--- src/verilog/dbg_trig_pkg.sv ---
package dbg_trig_pkg;
   // Byte addresses of the APB register words.
   localparam logic [7:0] OFS_TRACE_CONTROL  = 8'h00;
   localparam logic [7:0] OFS_TRIGGER_CONFIG = 8'h04;
   localparam logic [7:0] OFS_TRACE_STATUS   = 8'h08;
   localparam logic [7:0] OFS_FIFO_LOW       = 8'h0C;
   localparam logic [7:0] OFS_FIFO_HIGH      = 8'h10;
   localparam int         ADDR_W             = 8;
   // Trace control fields.
   localparam int BIT_MODULE_ENABLE = 7;
   localparam int BIT_ARM           = 6;
   localparam int BIT_BREAK_EN      = 4;
   // Trigger config fields.
   localparam int BIT_TYPE_SEL      = 7;
   localparam int BIT_BEGIN_SEL     = 6;
   localparam logic [7:0] TRIG_CFG_WMASK = 8'hCF;
   localparam logic [7:0] TRIG_CFG_RESET = 8'h00;
   // Trace status fields.
   localparam int BIT_MATCH_A = 7;
   localparam int BIT_MATCH_B = 6;
   localparam int BIT_ARM_STATUS_FLAG    = 5;
   localparam int FIFO_DEPTH  = 8;
   localparam int CNT_W       = 4;
   localparam int PTR_W       = 3;
   typedef enum logic [3:0] {
      MODE_A_ONLY   = 4'h0,
      MODE_A_OR_B   = 4'h1,
      MODE_A_THEN_B = 4'h2,
      MODE_EV_B     = 4'h3,
      MODE_A_EV_B   = 4'h4,
      MODE_A_AND_B  = 4'h5,
      MODE_A_NOT_B  = 4'h6,
      MODE_INSIDE   = 4'h7,
      MODE_OUTSIDE  = 4'h8
   } trig_mode_t;
   typedef enum logic [2:0] {
      ST_IDLE   = 3'b001,
      ST_ARMED  = 3'b010,
      ST_SECOND = 3'b100
   } run_state_t;
endpackage : dbg_trig_pkg

--- src/verilog/dbg_trig_status.sv ---
// What this block does
// - Trigger config readable always, writable only while disarmed, bits 4-5 read zero.
// - Type bit set qualifies matches by opcode execution; clear triggers on access.
// - Begin select 0 stores until trigger ends capture; 1 trigger starts storage.
// - Event-only modes ignore begin select and always run as begin trace.
// - Mode 0 is A only, 1 is A or B, 2 is A then B.
// - Mode 3 stores on every B event; mode 4 waits A then stores on B.
// - Mode 5 needs A address and B data; mode 6 A and not B data.
// - Mode 7 triggers inside range A..B; mode 8 outside it.
// - Mode codes 9 through 15 never trigger.
// - Trace status is read-only; writes change nothing.
// - Match A flag clears at run start, sets on A match after arming.
// - Match B flag clears at run start, sets on B match after arming.
// - Arm status mirrors arm control while enabled; writing arm together with enable sets it.
// - Run ends by itself: begin trace at FIFO full, end trace at trigger.
// - Writing zero to arm or enable stops an active run at once.
// - Valid count clears at run start and shows valid words, 0 to 8.
// - Valid count does not decrement while FIFO words are read.
// - With breaks enabled, end trace breaks at trigger, begin trace at full.
// - Reading the low FIFO byte while no run is active advances the FIFO; high byte does not.
//
// Register access over APB and the placing of the registers were left to the implementer.
`timescale 1ns/10ps
module dbg_trig_status #(
   parameter int DATA_W = 16
) (
   // Clock and reset.
   input  wire logic                           i_ref_clk,
   input  wire logic                           i_rst_b,
   // APB slave.
   input  wire logic                           i_psel,
   input  wire logic                           i_penable,
   input  wire logic                           i_pwrite,
   input  wire logic [dbg_trig_pkg::ADDR_W-1:0] i_paddr,
   input  wire logic [31:0]                    i_pwdata,
   output logic      [31:0]                    o_prdata,
   output logic                                o_pready,
   output logic                                o_pslverr,
   // Comparator matches: A and B are one-cycle pulses per bus access; data and range compares are levels.
   input  wire logic                           i_match_a,
   input  wire logic                           i_match_b,
   input  wire logic                           i_data_match_b,
   input  wire logic                           i_addr_ge_a,
   input  wire logic                           i_addr_le_b,
   // Opcode tracking: executed matches and capture word.
   input  wire logic                           i_exec_a,
   input  wire logic                           i_exec_b,
   input  wire logic                           i_bus_valid,
   input  wire logic [DATA_W-1:0]              i_capture_word,
   // CPU break request.
   output logic                                o_break_req
);
   import dbg_trig_pkg::*;

   logic [7:0]        trace_control;
   logic [7:0]        trigger_config;
   logic              match_a_flag;
   logic              match_b_flag;
   logic [CNT_W-1:0]  fifo_valid_count;
   logic [PTR_W-1:0]  wr_ptr;
   logic [PTR_W-1:0]  rd_ptr;
   logic              storing;
   logic [DATA_W-1:0] fifo_mem [FIFO_DEPTH];
   run_state_t        state;
   run_state_t        next_state;

   wire module_enable  = trace_control[BIT_MODULE_ENABLE];
   wire arm_ctl        = trace_control[BIT_ARM];
   wire armed          = state != ST_IDLE;
   wire wr_acc         = i_psel & i_penable & i_pwrite;
   wire rd_acc         = i_psel & i_penable & ~i_pwrite;
   wire sel_ctl        = i_paddr == OFS_TRACE_CONTROL;
   wire sel_cfg        = i_paddr == OFS_TRIGGER_CONFIG;
   wire sel_sts        = i_paddr == OFS_TRACE_STATUS;
   wire sel_flo        = i_paddr == OFS_FIFO_LOW;
   wire sel_fhi        = i_paddr == OFS_FIFO_HIGH;
   wire mapped         = sel_ctl | sel_cfg | sel_sts | sel_flo | sel_fhi;
   wire ctl_wr         = wr_acc & sel_ctl;
   wire [7:0] ctl_wdata = i_pwdata[7:0];
   wire start_run      = ctl_wr & ctl_wdata[BIT_MODULE_ENABLE] & ctl_wdata[BIT_ARM] & ~armed;
   wire manual_stop    = ctl_wr & armed
                         & ~(ctl_wdata[BIT_MODULE_ENABLE] & ctl_wdata[BIT_ARM]);

   wire [3:0] mode     = trigger_config[3:0];
   wire qa             = trigger_config[BIT_TYPE_SEL] ? i_exec_a : i_match_a;
   wire qb             = trigger_config[BIT_TYPE_SEL] ? i_exec_b : i_match_b;
   wire event_only     = (mode == MODE_EV_B) | (mode == MODE_A_EV_B);
   wire begin_trace    = event_only | trigger_config[BIT_BEGIN_SEL];

   // Mode decode: trigger from the first stage and from the second.
   function automatic logic first_hit(input logic [3:0] m, input logic a, input logic b,
                                      input logic db, input logic ge, input logic le);
      case (m)
         MODE_A_ONLY:   first_hit = a;
         MODE_A_OR_B:   first_hit = a | b;
         MODE_A_THEN_B: first_hit = a;
         MODE_EV_B:     first_hit = b;
         MODE_A_EV_B:   first_hit = a;
         MODE_A_AND_B:  first_hit = a & db;
         MODE_A_NOT_B:  first_hit = a & ~db;
         MODE_INSIDE:   first_hit = ge & le;
         MODE_OUTSIDE:  first_hit = ~ge | ~le;
         default:       first_hit = 1'b0;
      endcase
   endfunction : first_hit

   wire addr_seen      = i_bus_valid;
   wire hit1           = first_hit(mode, qa, qb, i_data_match_b,
                                   i_addr_ge_a & addr_seen, i_addr_le_b & addr_seen)
                         & ((mode != MODE_INSIDE && mode != MODE_OUTSIDE) || addr_seen);
   wire two_stage      = (mode == MODE_A_THEN_B) | (mode == MODE_A_EV_B);
   wire trig_event     = (state == ST_ARMED) ? (hit1 & ~two_stage)
                         : (state == ST_SECOND) ? qb : 1'b0;
   wire to_second      = (state == ST_ARMED) & hit1 & two_stage;

   // event-only storage happens per B event; others per bus cycle.
   wire ev_store       = event_only & trig_event;
   wire cyc_store      = ~event_only & i_bus_valid & (storing | trig_event & begin_trace);
   wire store_now      = armed & (ev_store | cyc_store) & ~manual_stop;
   wire full_now       = fifo_valid_count == CNT_W'(FIFO_DEPTH);
   wire will_fill      = store_now & begin_trace & (fifo_valid_count == CNT_W'(FIFO_DEPTH - 1));
   wire run_end        = armed & ~manual_stop
                         & (begin_trace ? will_fill : (trig_event & ~begin_trace));
   wire stop_any       = run_end | manual_stop;
   wire fifo_adv       = rd_acc & sel_flo & ~armed;

   always_comb begin
      next_state = state;
      case (state)
         ST_IDLE:   if (start_run) next_state = ST_ARMED;
         ST_ARMED:  if (stop_any) next_state = ST_IDLE;
                    else if (to_second) next_state = ST_SECOND;
         ST_SECOND: if (stop_any) next_state = ST_IDLE;
         default:   next_state = ST_IDLE;
      endcase
   end

   always_ff @(posedge i_ref_clk or negedge i_rst_b) begin
      if (!i_rst_b) begin
         state <= ST_IDLE;
      end else begin
         state <= next_state;
      end
   end

   // arm bit cleared by run end; a stop clears it too.
   always_ff @(posedge i_ref_clk or negedge i_rst_b) begin
      if (!i_rst_b) begin
         trace_control <= 8'h00;
      end else if (ctl_wr) begin
         trace_control <= ctl_wdata & {1'b1, start_run | (armed & ~stop_any), 6'h3F};
      end else if (run_end) begin
         trace_control[BIT_ARM] <= 1'b0;
      end
   end

   always_ff @(posedge i_ref_clk or negedge i_rst_b) begin
      if (!i_rst_b) begin
         trigger_config <= TRIG_CFG_RESET;
      end else if (wr_acc && sel_cfg && !arm_ctl) begin
         trigger_config <= i_pwdata[7:0] & TRIG_CFG_WMASK;
      end
   end

   always_ff @(posedge i_ref_clk or negedge i_rst_b) begin
      if (!i_rst_b) begin
         match_a_flag <= 1'b0;
      end else if (start_run) begin
         match_a_flag <= 1'b0;
      end else if (armed && qa) begin
         match_a_flag <= 1'b1;
      end
   end

   always_ff @(posedge i_ref_clk or negedge i_rst_b) begin
      if (!i_rst_b) begin
         match_b_flag <= 1'b0;
      end else if (start_run) begin
         match_b_flag <= 1'b0;
      end else if (armed && qb) begin
         match_b_flag <= 1'b1;
      end
   end

   // count clears at start; reads leave it alone.
   always_ff @(posedge i_ref_clk or negedge i_rst_b) begin
      if (!i_rst_b) begin
         fifo_valid_count <= '0;
      end else if (start_run) begin
         fifo_valid_count <= '0;
      end else if (store_now && !full_now) begin
         fifo_valid_count <= fifo_valid_count + CNT_W'(1);
      end
   end

   always_ff @(posedge i_ref_clk or negedge i_rst_b) begin
      if (!i_rst_b) begin
         storing <= 1'b0;
      end else if (start_run || stop_any) begin
         storing <= start_run & ~begin_trace;
      end else if (armed && trig_event && begin_trace) begin
         storing <= 1'b1;
      end
   end

   // circular write pointer overwrites the oldest word.
   always_ff @(posedge i_ref_clk or negedge i_rst_b) begin
      if (!i_rst_b) begin
         wr_ptr <= '0;
         rd_ptr <= '0;
      end else if (start_run) begin
         wr_ptr <= '0;
         rd_ptr <= '0;
      end else begin
         if (store_now) begin
            wr_ptr <= wr_ptr + PTR_W'(1);
         end
         if (run_end && !begin_trace) begin
            rd_ptr <= full_now ? wr_ptr + PTR_W'(store_now) : '0;
         end else if (fifo_adv) begin
            rd_ptr <= rd_ptr + PTR_W'(1);
         end
      end
   end

   genvar g;
   generate
      for (g = 0; g < FIFO_DEPTH; g++) begin : g_fifo
         always_ff @(posedge i_ref_clk or negedge i_rst_b) begin
            if (!i_rst_b) begin
               fifo_mem[g] <= '0;
            end else if (store_now && wr_ptr == PTR_W'(g)) begin
               fifo_mem[g] <= i_capture_word;
            end
         end
      end
   endgenerate

   always_ff @(posedge i_ref_clk or negedge i_rst_b) begin
      if (!i_rst_b) begin
         o_break_req <= 1'b0;
      end else begin
         o_break_req <= run_end & trace_control[BIT_BREAK_EN];
      end
   end

   // arm status mirror; status built only from state.
   wire        arm_status_flag = module_enable & arm_ctl;
   wire [7:0]  status_byte = {match_a_flag, match_b_flag, arm_status_flag, 1'b0,
                              fifo_valid_count};
   wire [15:0] head_word   = 16'(fifo_mem[rd_ptr]);
   wire [7:0]  rd_mux = sel_ctl ? trace_control :
                        sel_cfg ? trigger_config :
                        sel_sts ? status_byte :
                        sel_flo ? head_word[7:0] :
                        sel_fhi ? head_word[15:8] : 8'h00;

   always_ff @(posedge i_ref_clk or negedge i_rst_b) begin
      if (!i_rst_b) begin
         o_prdata <= 32'h0000_0000;
      end else if (i_psel && !i_penable && !i_pwrite) begin
         o_prdata <= {24'h00_0000, rd_mux};
      end
   end

   assign o_pready  = 1'b1;
   assign o_pslverr = i_psel & i_penable & ~mapped;

   cfg_reserved_a: assert property (@(posedge i_ref_clk) disable iff (!i_rst_b)
      trigger_config[5:4] == 2'b00)
      else $error("trigger config reserved bits set");
   cfg_locked_a: assert property (@(posedge i_ref_clk) disable iff (!i_rst_b)
      wr_acc && sel_cfg && arm_ctl |=> $stable(trigger_config))
      else $error("trigger config changed while armed");
   no_trig_rsv_a: assert property (@(posedge i_ref_clk) disable iff (!i_rst_b)
      mode > 4'h8 |-> !trig_event)
      else $error("reserved mode triggered");
   arm_mirror_a: assert property (@(posedge i_ref_clk) disable iff (!i_rst_b)
      start_run |=> arm_status_flag && armed)
      else $error("arm status not set on arm");
   stop_run_a: assert property (@(posedge i_ref_clk) disable iff (!i_rst_b)
      manual_stop |=> !armed && !arm_status_flag && !arm_ctl)
      else $error("run not stopped");
   end_trace_a: assert property (@(posedge i_ref_clk) disable iff (!i_rst_b)
      armed && !begin_trace && trig_event && !manual_stop |=> !armed)
      else $error("end trace did not stop");
   cnt_limit_a: assert property (@(posedge i_ref_clk) disable iff (!i_rst_b)
      fifo_valid_count <= CNT_W'(FIFO_DEPTH))
      else $error("valid count above depth");
   cnt_hold_a: assert property (@(posedge i_ref_clk) disable iff (!i_rst_b)
      !start_run |=> fifo_valid_count >= $past(fifo_valid_count))
      else $error("valid count decremented");
   flag_clr_a: assert property (@(posedge i_ref_clk) disable iff (!i_rst_b)
      start_run |=> !match_a_flag && !match_b_flag && fifo_valid_count == '0)
      else $error("start did not clear status");
   cfg_write_a: assert property (@(posedge i_ref_clk) disable iff (!i_rst_b)
      wr_acc && sel_cfg && !arm_ctl |=> trigger_config == ($past(i_pwdata[7:0]) & TRIG_CFG_WMASK))
      else $error("trigger config write lost");
   type_qual_a: assert property (@(posedge i_ref_clk) disable iff (!i_rst_b)
      trigger_config[BIT_TYPE_SEL] && state == ST_ARMED && mode == MODE_A_ONLY && !i_exec_a
      |-> !trig_event)
      else $error("unexecuted match triggered");
   end_store_a: assert property (@(posedge i_ref_clk) disable iff (!i_rst_b)
      armed && !begin_trace && i_bus_valid && !manual_stop |-> store_now)
      else $error("end trace missed a bus cycle");
   event_store_a: assert property (@(posedge i_ref_clk) disable iff (!i_rst_b)
      armed && event_only && !trig_event |-> !store_now)
      else $error("event mode stored without event");
   a_or_b_a: assert property (@(posedge i_ref_clk) disable iff (!i_rst_b)
      state == ST_ARMED && mode == MODE_A_OR_B && (qa || qb) |-> trig_event)
      else $error("A or B mode missed a match");
   full_mode_a: assert property (@(posedge i_ref_clk) disable iff (!i_rst_b)
      state == ST_ARMED && mode == MODE_A_AND_B && !i_data_match_b |-> !trig_event)
      else $error("full mode triggered without data");
   range_in_a: assert property (@(posedge i_ref_clk) disable iff (!i_rst_b)
      state == ST_ARMED && mode == MODE_INSIDE && i_bus_valid && i_addr_ge_a && i_addr_le_b
      |-> trig_event)
      else $error("inside range missed");
   status_ro_a: assert property (@(posedge i_ref_clk) disable iff (!i_rst_b)
      wr_acc && sel_sts && !armed |=> $stable(status_byte))
      else $error("status changed by a write");
   match_a_set_a: assert property (@(posedge i_ref_clk) disable iff (!i_rst_b)
      armed && qa |=> match_a_flag)
      else $error("match A flag not set");
   match_b_set_a: assert property (@(posedge i_ref_clk) disable iff (!i_rst_b)
      armed && qb |=> match_b_flag)
      else $error("match B flag not set");
   begin_end_a: assert property (@(posedge i_ref_clk) disable iff (!i_rst_b)
      begin_trace && will_fill && !manual_stop |=> !armed && fifo_valid_count == CNT_W'(FIFO_DEPTH))
      else $error("begin trace did not stop when full");
   break_pulse_a: assert property (@(posedge i_ref_clk) disable iff (!i_rst_b)
      run_end && trace_control[BIT_BREAK_EN] |=> o_break_req)
      else $error("break request missing");
   break_quiet_a: assert property (@(posedge i_ref_clk) disable iff (!i_rst_b)
      !run_end |=> !o_break_req)
      else $error("break request without run end");
   fifo_adv_a: assert property (@(posedge i_ref_clk) disable iff (!i_rst_b)
      rd_acc && sel_flo && !armed |=> rd_ptr == $past(rd_ptr) + PTR_W'(1))
      else $error("low byte read did not advance");
   fifo_hold_a: assert property (@(posedge i_ref_clk) disable iff (!i_rst_b)
      rd_acc && sel_fhi && !armed |=> $stable(rd_ptr))
      else $error("high byte read moved the FIFO");
   oldest_ptr_a: assert property (@(posedge i_ref_clk) disable iff (!i_rst_b)
      run_end && !begin_trace && full_now && !store_now |=> rd_ptr == $past(wr_ptr))
      else $error("read pointer not at oldest word");
endmodule : dbg_trig_status
--- config.mk ---
export PLATFORM = sky130hd
export DESIGN_NAME = dbg_trig_status
export DESIGN_NICKNAME = d
export VERILOG_FILES = /design/src/verilog/dbg_trig_pkg.sv /design/src/verilog/dbg_trig_status.sv
export SDC_FILE = /design/constraint.sdc
export NUM_CORES = 1
export LEC_CHECK = 0
export ABC_AREA = 1
export BUFFER_PORTS_ARGS = -buffer_cell sky130_fd_sc_hd__buf_2
export CAP_MARGIN = 25
export CORE_MARGIN = 3
export CORE_UTILIZATION = 53
export DETAILED_ROUTE_END_ITERATION = 8
export MAX_ROUTING_LAYER = met4
export PLACE_DENSITY_LB_ADDON = 0.08
export RECOVER_POWER = 25
export SLEW_MARGIN = 30
export SYNTH_ARGS = -nofsm -noshare
export SYNTH_HDL_FRONTEND = slang
export SYNTH_SLANG_ARGS = --single-unit
--- constraint.sdc ---
create_clock -name i_ref_clk -period 2.4 [get_ports i_ref_clk]
set_input_delay 0.12 -clock i_ref_clk [delete_from_list [all_inputs] [get_ports i_ref_clk]]
set_output_delay 0.12 -clock i_ref_clk [all_outputs]
set_load 0.01 [all_outputs]
==> metrics, run 1 <==
Hold WS roughly 0.014 ns; TritonCTS Buffers 17; largest net degree at the start of global routing 66; CTS tree done; worst reg2reg setup slack around 0.025 ns; row cnt 45; share of cells above drive strength 1 a little over a fifth; crit-path max FO 4; Worst Clk Skew 0.00984 ns; most frequent cells in the layout 203 x nand2_1, 163 x dfrtp_1, 106 x o21ai_1; Req. time, crit path 2.76 ns; die height 133 um; Pre-antenna DRT Iters 7; Post-synth EDFFs 0; Slew Limit Fails 0; YS warnings 0; hpwl dp 14100 um; CP Launch Type flop; Seq cells post-synth 167; syn avg cell area 8.75 um^2; final core utilization 63.6%; die width 133 um; DR WL/cell 17.1 um; data arrival time of the worst path between 2 and 3 ns; Area Overhead vs Synth 14.8%; CTS root buffer clkbuf_16; Max clock buf depth 2; ANT nets after route 0; top achievable clock speed 421 MHz; worst-skew pair later-pin latency about 0.44 ns; diode count 0; DR DRC count 0; final cell count without fillers 1286; first-pass GRT wire length 35700 um; Placer Congestion 0.863; Fillers roughly 1400; Clk pin slew, worst setup/hold paths 0.07 ns; minimum clock period 2.38 ns; Least-Margin Pin Slew between 1 and 1.5 ns; CP Class flop to flop; H-tree depth 4; vias per cell 5.47; Worst Hold Class input pin to flop; drt first-iter violations slightly below 600; Max VDD drop 0.571 mV; leak pwr 4.77 nW; antenna violations before repair 0; Sink Count 167; fin nets 1142; IO buf count 54; die area 17800 um^2; commonest non-fill, non-tap cell in the layout nand2_1; grt ovf 0; drt total wl 22000 um; Final Instance Area 9880 um^2; status completed; setup violators final 0; CP Capture Type flop; Post-synth ARST share 100%; ys flop type dfrtp_1; mapped cell area 8600 um^2; total global routing track utilization between 20% and 30%; maxcap violations 0; Synth cell types 50; core area 15500 um^2; max_slew headroom a little under a quarter; Final Hold Viols 0; unrepaired setup endpoints after global routing true; PwrDens 627 nW/um^2; Post-Syn Instances 983; Seq/Total Area, Yosys roughly half; Starting Density 55.4%; vias in the first global route 6607; DR vias 7030; Placement Cell Area 9160 um^2; Top Ports 104; placed cells 1241; fin crit share a little over nine tenths; setup tns final 0 ns
## logic make-up after synthesis
group                      share of synthesized area (%)
AOI/OAI and AO/OA                                   19.5
xor gates and xnor gates                           0.204
adders and majority gates                           1.60
buffers and inverters                               9.90
DFF                                                 48.6
muxes                                              0.858
other                                             0.0873
and+or+nand+nor                                     19.2
## final cells by class
cell class | instances | area, um^2 | share of cell area [%]
inverters | 76 | 300 | 3.04
well taps | 211 | 264 | 2.67
multi-input cells | 688 | 3700 | 37.4
clock inverters | 15 | 173 | 1.75
repair buffers | 112 | 835 | 8.45
clock buffers | 17 | 425 | 4.31
flip-flops and latches | 167 | 4180 | 42.3
## registers in the layout, indices dropped and copies added (netlist names), 3 cells and up
signal / cells
fifo_mem: 128
o_prdata: 8
trace_control: 8
trigger_config: 6
fifo_valid_count: 4
rd_ptr: 3
state: 3
wr_ptr: 3
## per-layer routing
layer | up-vias | routed length [um] | share of wire, % | track usage [%]
met5 | - | 0 | 0 | -
met4 | 0 | 401 | 1.8 | 7.54
met3 | 35 | 1170 | 5.3 | 4.53
met2 | 226 | 10100 | 46 | 38.9
met1 | 3339 | 10300 | 47 | 37.3
li1 | 3430 | - | - | -
## cells in the mapped netlist, types with 2 or more instances
cell / n / area, um^2
inv_1: 64 / 240
buf_2: 3 / 15.0
o22ai_1: 12 / 75.1
mux2i_1: 4 / 40.0
nor2_2: 5 / 31.3
nor3_1: 4 / 20.0
nand2_2: 11 / 68.8
nand3_2: 2 / 20.0
nor3_2: 2 / 20.0
nand2_4: 5 / 56.3
nand4_1: 9 / 56.3
nor2_1: 79 / 297
conb_1: 2 / 7.51
a221oi_1: 4 / 35.0
o21ai_2: 31 / 272
a2bb2oi_1: 3 / 26.3
clkinv_1: 2 / 7.51
mux2_2: 3 / 33.8
o21ai_1: 104 / 521
ha_1: 11 / 138
buf_6: 22 / 248
o2111ai_1: 2 / 17.5
dfrtp_1: 166 / 4150
nand3b_1: 3 / 22.5
nand3_1: 20 / 100
inv_2: 8 / 30.0
buf_4: 27 / 203
o221ai_1: 23 / 201
clkbuf_1: 22 / 82.6
nand2_1: 212 / 796
a21oi_1: 15 / 75.1
o21ai_0: 80 / 400
nand3_4: 6 / 105
## critical path, stage by stage, from the launching register on
cell and delay (ns):
dfrtp_1 0.41, inv_2 0.07, nand2_2 0.04, nand2_2 0.08, nand2_1 0.05, nand2_1 0.05
nand2_1 0.05, nor2_1 0.11, nand2_2 0.08, nand3_2 0.08, nand2_2 0.07, nand2_2 0.07
nand2_2 0.05, nand2_2 0.07, nand2_4 0.07, nand2_8 0.10, inv_12 0.03, ha_4 0.15
ha_4 0.15, xnor2_1 0.12, o21ai_1 0.13, o21ai_1 0.08, o22ai_1 0.16
## power by group
| group | internal [W] | leakage (nW) | switching [W] |
|---|---|---|---|
| Combinational | 0.000188 | 2.23 | 0.000349 |
| Clock | 0.00141 | 0.290 | 0.00133 |
| Sequential | 0.00288 | 2.25 | 0.0000427 |
## through the flow
step | total power, W | setup slack (ns)
floorplan | 0.00330 | 0.0762
global placement | 0.00349 | 0.0502
detailed placement | 0.00350 | 0.00558
CTS | 0.00623 | 0.00653
global route | 0.00644 | -0.124
finish | 0.00619 | 0.0247
## what timing repair did
item	4_1_cts	5_1_grt
gates resized for setup	2	20
setup endpoints to repair	1	132
setup buffers	0	5
pin swaps	1	14
endpoints found under the hold margin	50	0
hold buffers	8	0
## worst paths after layout
kind | start | endpoint | cells past startpoint
setup / recovery | trigger_config[7] | rd_ptr[2] | 22
hold / removal | i_pwdata[1] | trigger_config[1] | 3
setup reg to reg | trigger_config[7] | rd_ptr[2] | 22
hold reg to reg | fifo_mem[99] | fifo_mem[99] | 2
max in group asynchronous | i_rst_b | trigger_config[0] | 3
min in group asynchronous | i_rst_b | fifo_mem[58] | 2
(Power assumes the default switching activity.)
==> run 2, diff against run 1 <==
CORE_ASPECT_RATIO = 0.75   (was default)
==> run 2 against run 1 <==
  * The run now ends with max-capacitance violations, max-slew violations left
  * Sequential cell count did not move
  * Clock power up 12%
  * Final cell count increased by 0.54%
  * Setup slack worse by 0.023 ns
  * Clock-buffer cell count increased by 1
  * Register-to-register slack worse by 0.02 ns
  * Clock skew increased by 0.0017 ns
  * Global-route usage is 0.10 points lower
  * Die area barely moved
  * Worst hold slack improved by 0.054 ns
  * First-iteration DRC count increased by 22%
  * Total power is 5.6% higher
  * Critical path type unchanged
==> metrics, run 2 (synthesis gave the netlist of run 1 again) <==
top achievable clock speed 417 MHz (was 421 MHz); Final Hold Viols 0 (unchanged); CP Launch Type flop (unchanged); leak pwr 4.89 nW (was 4.77 nW); Hold WS 0.0682 ns (was 0.0143 ns); CTS tree done (unchanged); Slew Limit Fails 60 (was 0); hpwl dp 14600 um (was 14100 um); first-pass GRT wire length 35300 um (was 35700 um); Starting Density 55.3% (was 55.4%); Clk pin slew, worst setup/hold paths 0.06 ns (was 0.07 ns); Endpoint, Worst Hold fifo_mem[91] (was trigger_config[1]); H-tree depth 4 (unchanged); reg2reg start trigger_config[2] (was trigger_config[7]); die width 153 um (was 133 um); status complete, but fails checks (was completed); total global routing track utilization 26.1% (was 26.2%); CP Class flop to flop (unchanged); max FFs per register 128 (unchanged); CTS root buffer clkbuf_16 (unchanged); DR WL/cell 16.9 um (was 17.1 um); Fillers 1331 (was 1417); maxcap violations 1 (was 0); Max clock buf depth 2 (unchanged); dpl ws 0.00343 ns (was 0.00558 ns); RR Endpoint rd_ptr[2] (unchanged); core area 15600 um^2 (was 15500 um^2); CP Capture Type flop (unchanged); failing checks max-capacitance violations, max-slew violations; max_slew headroom -4.39% (was 23.8%); Power, Total 0.00654 W (was 0.00619 W); worst reg2reg setup slack 0.002 ns (was 0.02 ns); DR DRC count 0 (unchanged); drt total wl 21900 um (was 22000 um); Worst Hold Class input pin to flop (unchanged); Worst Clk Skew 0.0115 ns (was 0.00984 ns); Placer Congestion 0.885 (was 0.863); die area 17800 um^2 (about the same); Req. time, crit path 2.75 ns (was 2.76 ns); diode count 0 (unchanged); data arrival time of the worst path 2.75 ns (was 2.73 ns); Top Ports 104 (unchanged); ANT nets after route 0 (unchanged); fin nets 1155 (was 1142); largest register by flop count fifo_mem (unchanged); Hold Startpoint i_capture_word[11] (was i_pwdata[1]); placed cells 1244 (was 1241); setup violators final 0 (unchanged); final cell count without fillers 1293 (was 1286); drt first-iter violations 728 (was 597); Least-Margin Pin Slew 1.57 ns (was 1.14 ns); Max VDD drop 0.626 mV (was 0.571 mV); IO buf count 54 (unchanged); minimum clock period 2.40 ns (was 2.38 ns); worst-skew pair later-pin latency 0.43 ns (was 0.44 ns); vias in the first global route 6673 (was 6607); unrepaired setup endpoints after global routing true (unchanged); Reg2Reg Depth 21 (was 22); top flop regs fifo_mem: 128 flops, o_prdata: 8 flops, trace_control: 8 flops (unchanged); setup slack after layout 0.00170 ns (was 0.0247 ns); largest net degree at the start of global routing 61 (was 66); DR vias 7074 (was 7030); Pre-antenna DRT Iters 6 (was 7); fin crit share 99.9% (was 99.0%); die height 116 um (was 133 um); hold depth 3 (unchanged); Area Overhead vs Synth 17.7% (was 14.8%); share of cells above drive strength 1 23.4% (was 21.6%); PwrDens 646 nW/um^2 (was 627 nW/um^2); crit-path max FO 4 (unchanged); antenna violations before repair 0 (unchanged); register area 4180 um^2 (unchanged); vias per cell 5.47 (about the same); Sink Count 167 (unchanged); grt ovf 0 (unchanged); commonest non-fill, non-tap cell in the layout nand2_1 (unchanged); row cnt 39 (was 45); TritonCTS Buffers 17 (unchanged); most frequent cells in the layout 202 x nand2_1, 163 x dfrtp_1, 105 x o21ai_1 (was 203 x nand2_1, 163 x dfrtp_1, 106 x o21ai_1); multi-input logic area 3760 um^2 (was 3700 um^2)
run 2: per-stage QoR:
stage | setup TNS [ns] | area, um^2 | util (%)
floorplan | 0 | 8690 | -
finish | 0 | 10100 | 65.0
global placement | 0 | 9220 | 59.2
detailed placement | 0 | 9220 | 59.2
CTS | 0 | 9970 | 64.1
global route | -9.99 | 10100 | 65.0
run 2: worst max-delay path, cell delays in order (launching register included):
cell	delay, ns
dfrtp_1	0.39
inv_1	0.08
nand2_2	0.15
nor2_4	0.06
nor2_1	0.12
nand2_1	0.06
nand2_1	0.07
nand2_2	0.06
nand3_2	0.09
nand2_2	0.07
nand2_2	0.06
nand2_2	0.06
nand2_2	0.07
nand2_4	0.07
nand2_8	0.10
inv_12	0.04
ha_4	0.15
ha_4	0.15
xnor2_2	0.12
o21ai_1	0.13
o21ai_1	0.07
o22ai_1	0.15
run 2: routing by layer:
| metal | vias up | wire length (um) | track usage [%] |
|---|---|---|---|
| li1 | 3465 | - | - |
| met2 | 251 | 9540 | 37.7 |
| met5 | - | 0 | - |
| met3 | 17 | 1750 | 5.52 |
| met1 | 3341 | 10400 | 37.5 |
| met4 | 0 | 237 | 7.42 |
run 2: worst max path at each step:
stage                            startpoint        end  slack [ns]
after floorplan           trigger_config[3]  rd_ptr[2]        0.08
after global placement    trigger_config[7]  rd_ptr[2]        0.02
after detailed placement  trigger_config[7]  rd_ptr[2]       0.003
after CTS                 trigger_config[7]  rd_ptr[2]        0.01
after global routing      trigger_config[3]  rd_ptr[2]       -0.17
final                     trigger_config[2]  rd_ptr[2]       0.002
run 2: power by group:
part | total [W] | leakage (nW) | internal [W] | switching (W)
registers | 0.00293 | 2.25 | 0.00288 | 0.0000486
clock network | 0.00306 | 0.321 | 0.00189 | 0.00118
logic | 0.000544 | 2.33 | 0.000198 | 0.000346
run 2: final cells by class:
| cell class | count | share of cell area, % |
|---|---|---|
| Clock buffer | 18 | 4.34 |
| Clock inverter | 14 | 2.18 |
| Inverter | 76 | 2.97 |
| Multi-Input combinational cell | 688 | 37.1 |
| Sequential cell | 167 | 41.3 |
| Tap cell | 205 | 2.53 |
| Timing Repair Buffer | 125 | 9.52 |
run 2: repair_timing:
action	CTS	global route
pin swaps	1	17
setup endpoints to repair	1	135
resized for setup	1	30
hold buffers	9	0
hold endpoints to repair	69	0
setup buffers	1	7
cloned	0	0
==> run 3, diff against run 2 <==
CORE_UTILIZATION = 55   (was 53)
clock period = 2.7 ns   (was 2.4 ns; I/O delays follow)
==> run 3 against run 2 <==
  * Critical path depth is the same
  * Global-route usage grew 0.68 points
  * The run still ends with max-capacitance violations, max-slew violations left
  * Setup slack gained 0.22 ns
==> metrics, run 3 (synthesis gave the netlist of run 1 again) <==
status complete, but fails checks (unchanged); failing checks max-capacitance violations, max-slew violations (unchanged); Slew Limit Fails 69 (was 60); commonest non-fill, non-tap cell in the layout nand2_1 (unchanged); Max clock buf depth 2 (unchanged); data arrival time of the worst path 2.82 ns (was 2.75 ns); vias per cell 5.46 (was 5.47); unrepaired setup endpoints after global routing false (was true); row cnt 38 (was 39); Hold WS 0.00192 ns (was 0.0682 ns); most frequent cells in the layout 210 x nand2_1, 162 x dfrtp_1, 105 x o21ai_1 (was 202 x nand2_1, 163 x dfrtp_1, 105 x o21ai_1); Hold Startpoint i_pwdata[7] (was i_capture_word[11]); Worst Hold Class input pin to flop (unchanged); minimum clock period 2.48 ns (was 2.40 ns); total global routing track utilization 26.7% (was 26.1%); CP Cell Sequence inv_2 -> nand2_2 -> nor2_2 -> nor2_1 -> nand2_1 -> nand2_1 -> nand2_2 -> nand3_2 -> nand2_2 -> nand2_1 -> nand2_2 -> nand2_2 -> nand2_4 -> nand2_8 -> inv_12 -> ha_1 -> ha_1 -> xnor2_1 -> o21ai_1 -> o21ai_1 -> o22ai_1 (was inv_1 -> nand2_2 -> nor2_4 -> nor2_1 -> nand2_1 -> nand2_1 -> nand2_2 -> nand3_2 -> nand2_2 -> nand2_2 -> nand2_2 -> nand2_2 -> nand2_4 -> nand2_8 -> inv_12 -> ha_4 -> ha_4 -> xnor2_2 -> o21ai_1 -> o21ai_1 -> o22ai_1); core area 14900 um^2 (was 15600 um^2); Top Ports 104 (unchanged); DR vias 6881 (was 7074); antenna violations before repair 0 (unchanged); Sink Count 167 (unchanged); share of cells above drive strength 1 19.9% (was 23.4%); fin crit share 91.9% (was 99.9%); largest net degree at the start of global routing 69 (was 61); top achievable clock speed 403 MHz (was 417 MHz); top flop regs fifo_mem: 128 flops, o_prdata: 8 flops, trace_control: 8 flops (unchanged); die area 17200 um^2 (was 17800 um^2); Reg2Reg Depth 21 (unchanged); reg2reg start trigger_config[2] (unchanged); setup tns final 0 ns (unchanged); highest cell delay on the worst timing path 0.45 ns (was 0.39 ns); CTS root buffer clkbuf_16 (unchanged); Starting Density 57.8% (was 55.3%); setup violators final 0 (unchanged); worst reg2reg setup slack 0.22 ns (was 0.002 ns); drt first-iter violations 536 (was 728); PwrDens 563 nW/um^2 (was 646 nW/um^2); RR Endpoint rd_ptr[2] (unchanged); die height 114 um (was 116 um); Fillers 1334 (was 1331); ANT nets after route 0 (unchanged); CP Class flop to flop (unchanged); Req. time, crit path 3.04 ns (was 2.75 ns); Worst path most repeated cell nand2_2 (unchanged); crit-path max FO 8 (was 4); diode count 0 (unchanged); max_slew headroom -12.7% (was -4.39%); max FFs per register 128 (unchanged); drt total wl 21300 um (was 21900 um); slowest CP cell dfrtp_1 (unchanged); CTS tree done (unchanged); Placer Congestion 0.893 (was 0.885); grt ovf 0 (unchanged); Clk pin slew, worst setup/hold paths 0.07 ns (was 0.06 ns); maxcap violations 1 (unchanged); CP Capture Type flop (unchanged); fin nets 1128 (was 1155); DR DRC count 0 (unchanged); IO buf count 54 (unchanged); worst-skew pair later-pin latency 0.43 ns (about the same); hold depth 3 (unchanged); Pre-antenna DRT Iters 5 (was 6); Final Hold Viols 0 (unchanged); H-tree depth 4 (unchanged); Area Overhead vs Synth 11.7% (was 17.7%); largest delay contributor family on the critical path simple AND/OR/NAND/NOR gates (unchanged); WP buf/inv 2 (unchanged); CP Launch Type flop (unchanged); vias in the first global route 6378 (was 6673); first-pass GRT wire length 34800 um (was 35300 um); hpwl dp 14100 um (was 14600 um); Worst Clk Skew 0.0132 ns (was 0.0115 ns); leak pwr 4.65 nW (was 4.89 nW); Max VDD drop 0.467 mV (was 0.626 mV); die width 150 um (was 153 um); TritonCTS Buffers 17 (unchanged); Endpoint, Worst Hold trigger_config[7] (was fifo_mem[91]); DR WL/cell 16.9 um (about the same); largest register by flop count fifo_mem (unchanged); Least-Margin Pin Slew 1.69 ns (was 1.57 ns)
==> run 3: cell count changes in the layout (fill, tap and decap cells not counted), sizes merged <==
cell         delta
buf            -26
bufinv          -5
clkbuf          +2
clkinv          -4
clkinvlp        +3
dlygate4sd3     -3
inv             +6
==> run 3: final cells by class <==
type	count	area (um^2)	area share, %
Sequential cell	167	4190	43.6
Multi-Input combinational cell	688	3660	38.0
Timing Repair Buffer	98	649	6.76
Clock buffer	18	429	4.47
Inverter	76	304	3.16
Tap cell	200	250	2.60
Clock inverter	14	135	1.41
==> run 3: through the flow <==
stage	instance area, um^2	total power, W	setup WS, ns	utilization (%)	instances
CTS	9580	0.00543	0.0869	64.4	1255
global placement	8960	0.00309	0.181	60.2	1217
global route	9610	0.00561	0.0222	64.6	1261
floorplan	8690	0.00293	0.376	-	1006
detailed placement	8960	0.00310	0.121	60.2	1217
finish	9610	0.00541	0.220	64.6	1261
==> run 3: what timing repair did <==
action,in CTS,in global routing
setup endpoints to repair,0,20
hold buffers,6,0
setup buffers,0,6
gates resized for setup,0,10
endpoints found under the hold margin,71,0
==> run 3: worst max path at each step <==
stage / start / endpoint / cells past startpoint
after floorplan: trigger_config[3] / rd_ptr[2] / 19
after global placement: trigger_config[7] / rd_ptr[2] / 22
after detailed placement: trigger_config[2] / rd_ptr[2] / 21
after CTS: trigger_config[2] / rd_ptr[2] / 21
after global routing: trigger_config[1] / fifo_mem[107] / 18
final: trigger_config[2] / rd_ptr[2] / 21
==> run 3: worst register-to-register path: stages, from the launching register on <==
cell and delay (ns):
dfrtp_1 0.45, inv_2 0.09, nand2_2 0.11, nor2_2 0.05, nor2_1 0.09, nand2_1 0.07
nand2_1 0.07, nand2_2 0.06, nand3_2 0.07, nand2_2 0.05, nand2_1 0.07, nand2_2 0.06
nand2_2 0.07, nand2_4 0.07, nand2_8 0.11, inv_12 0.05, ha_1 0.17, ha_1 0.18
xnor2_1 0.13, o21ai_1 0.14, o21ai_1 0.08, o22ai_1 0.15
==> run 3: metal layers <==
layer | global-route usage, % | wire [um] | share of wire, % | vias to the layer above
met4 | 7.01 | 295 | 1.4 | 0
met3 | 4.04 | 1490 | 7.0 | 25
met2 | 36.7 | 8960 | 42 | 232
met1 | 41.4 | 10500 | 50 | 3220
met5 | - | 0 | 0 | -
li1 | - | - | - | 3404
==> run 3: power breakdown <==
group | total [W] | switching [W] | internal, W
registers | 0.00260 | 0.0000400 | 0.00256
clock network | 0.00235 | 0.00113 | 0.00123
logic | 0.000456 | 0.000299 | 0.000157
total | 0.00541 | 0.00147 | 0.00394
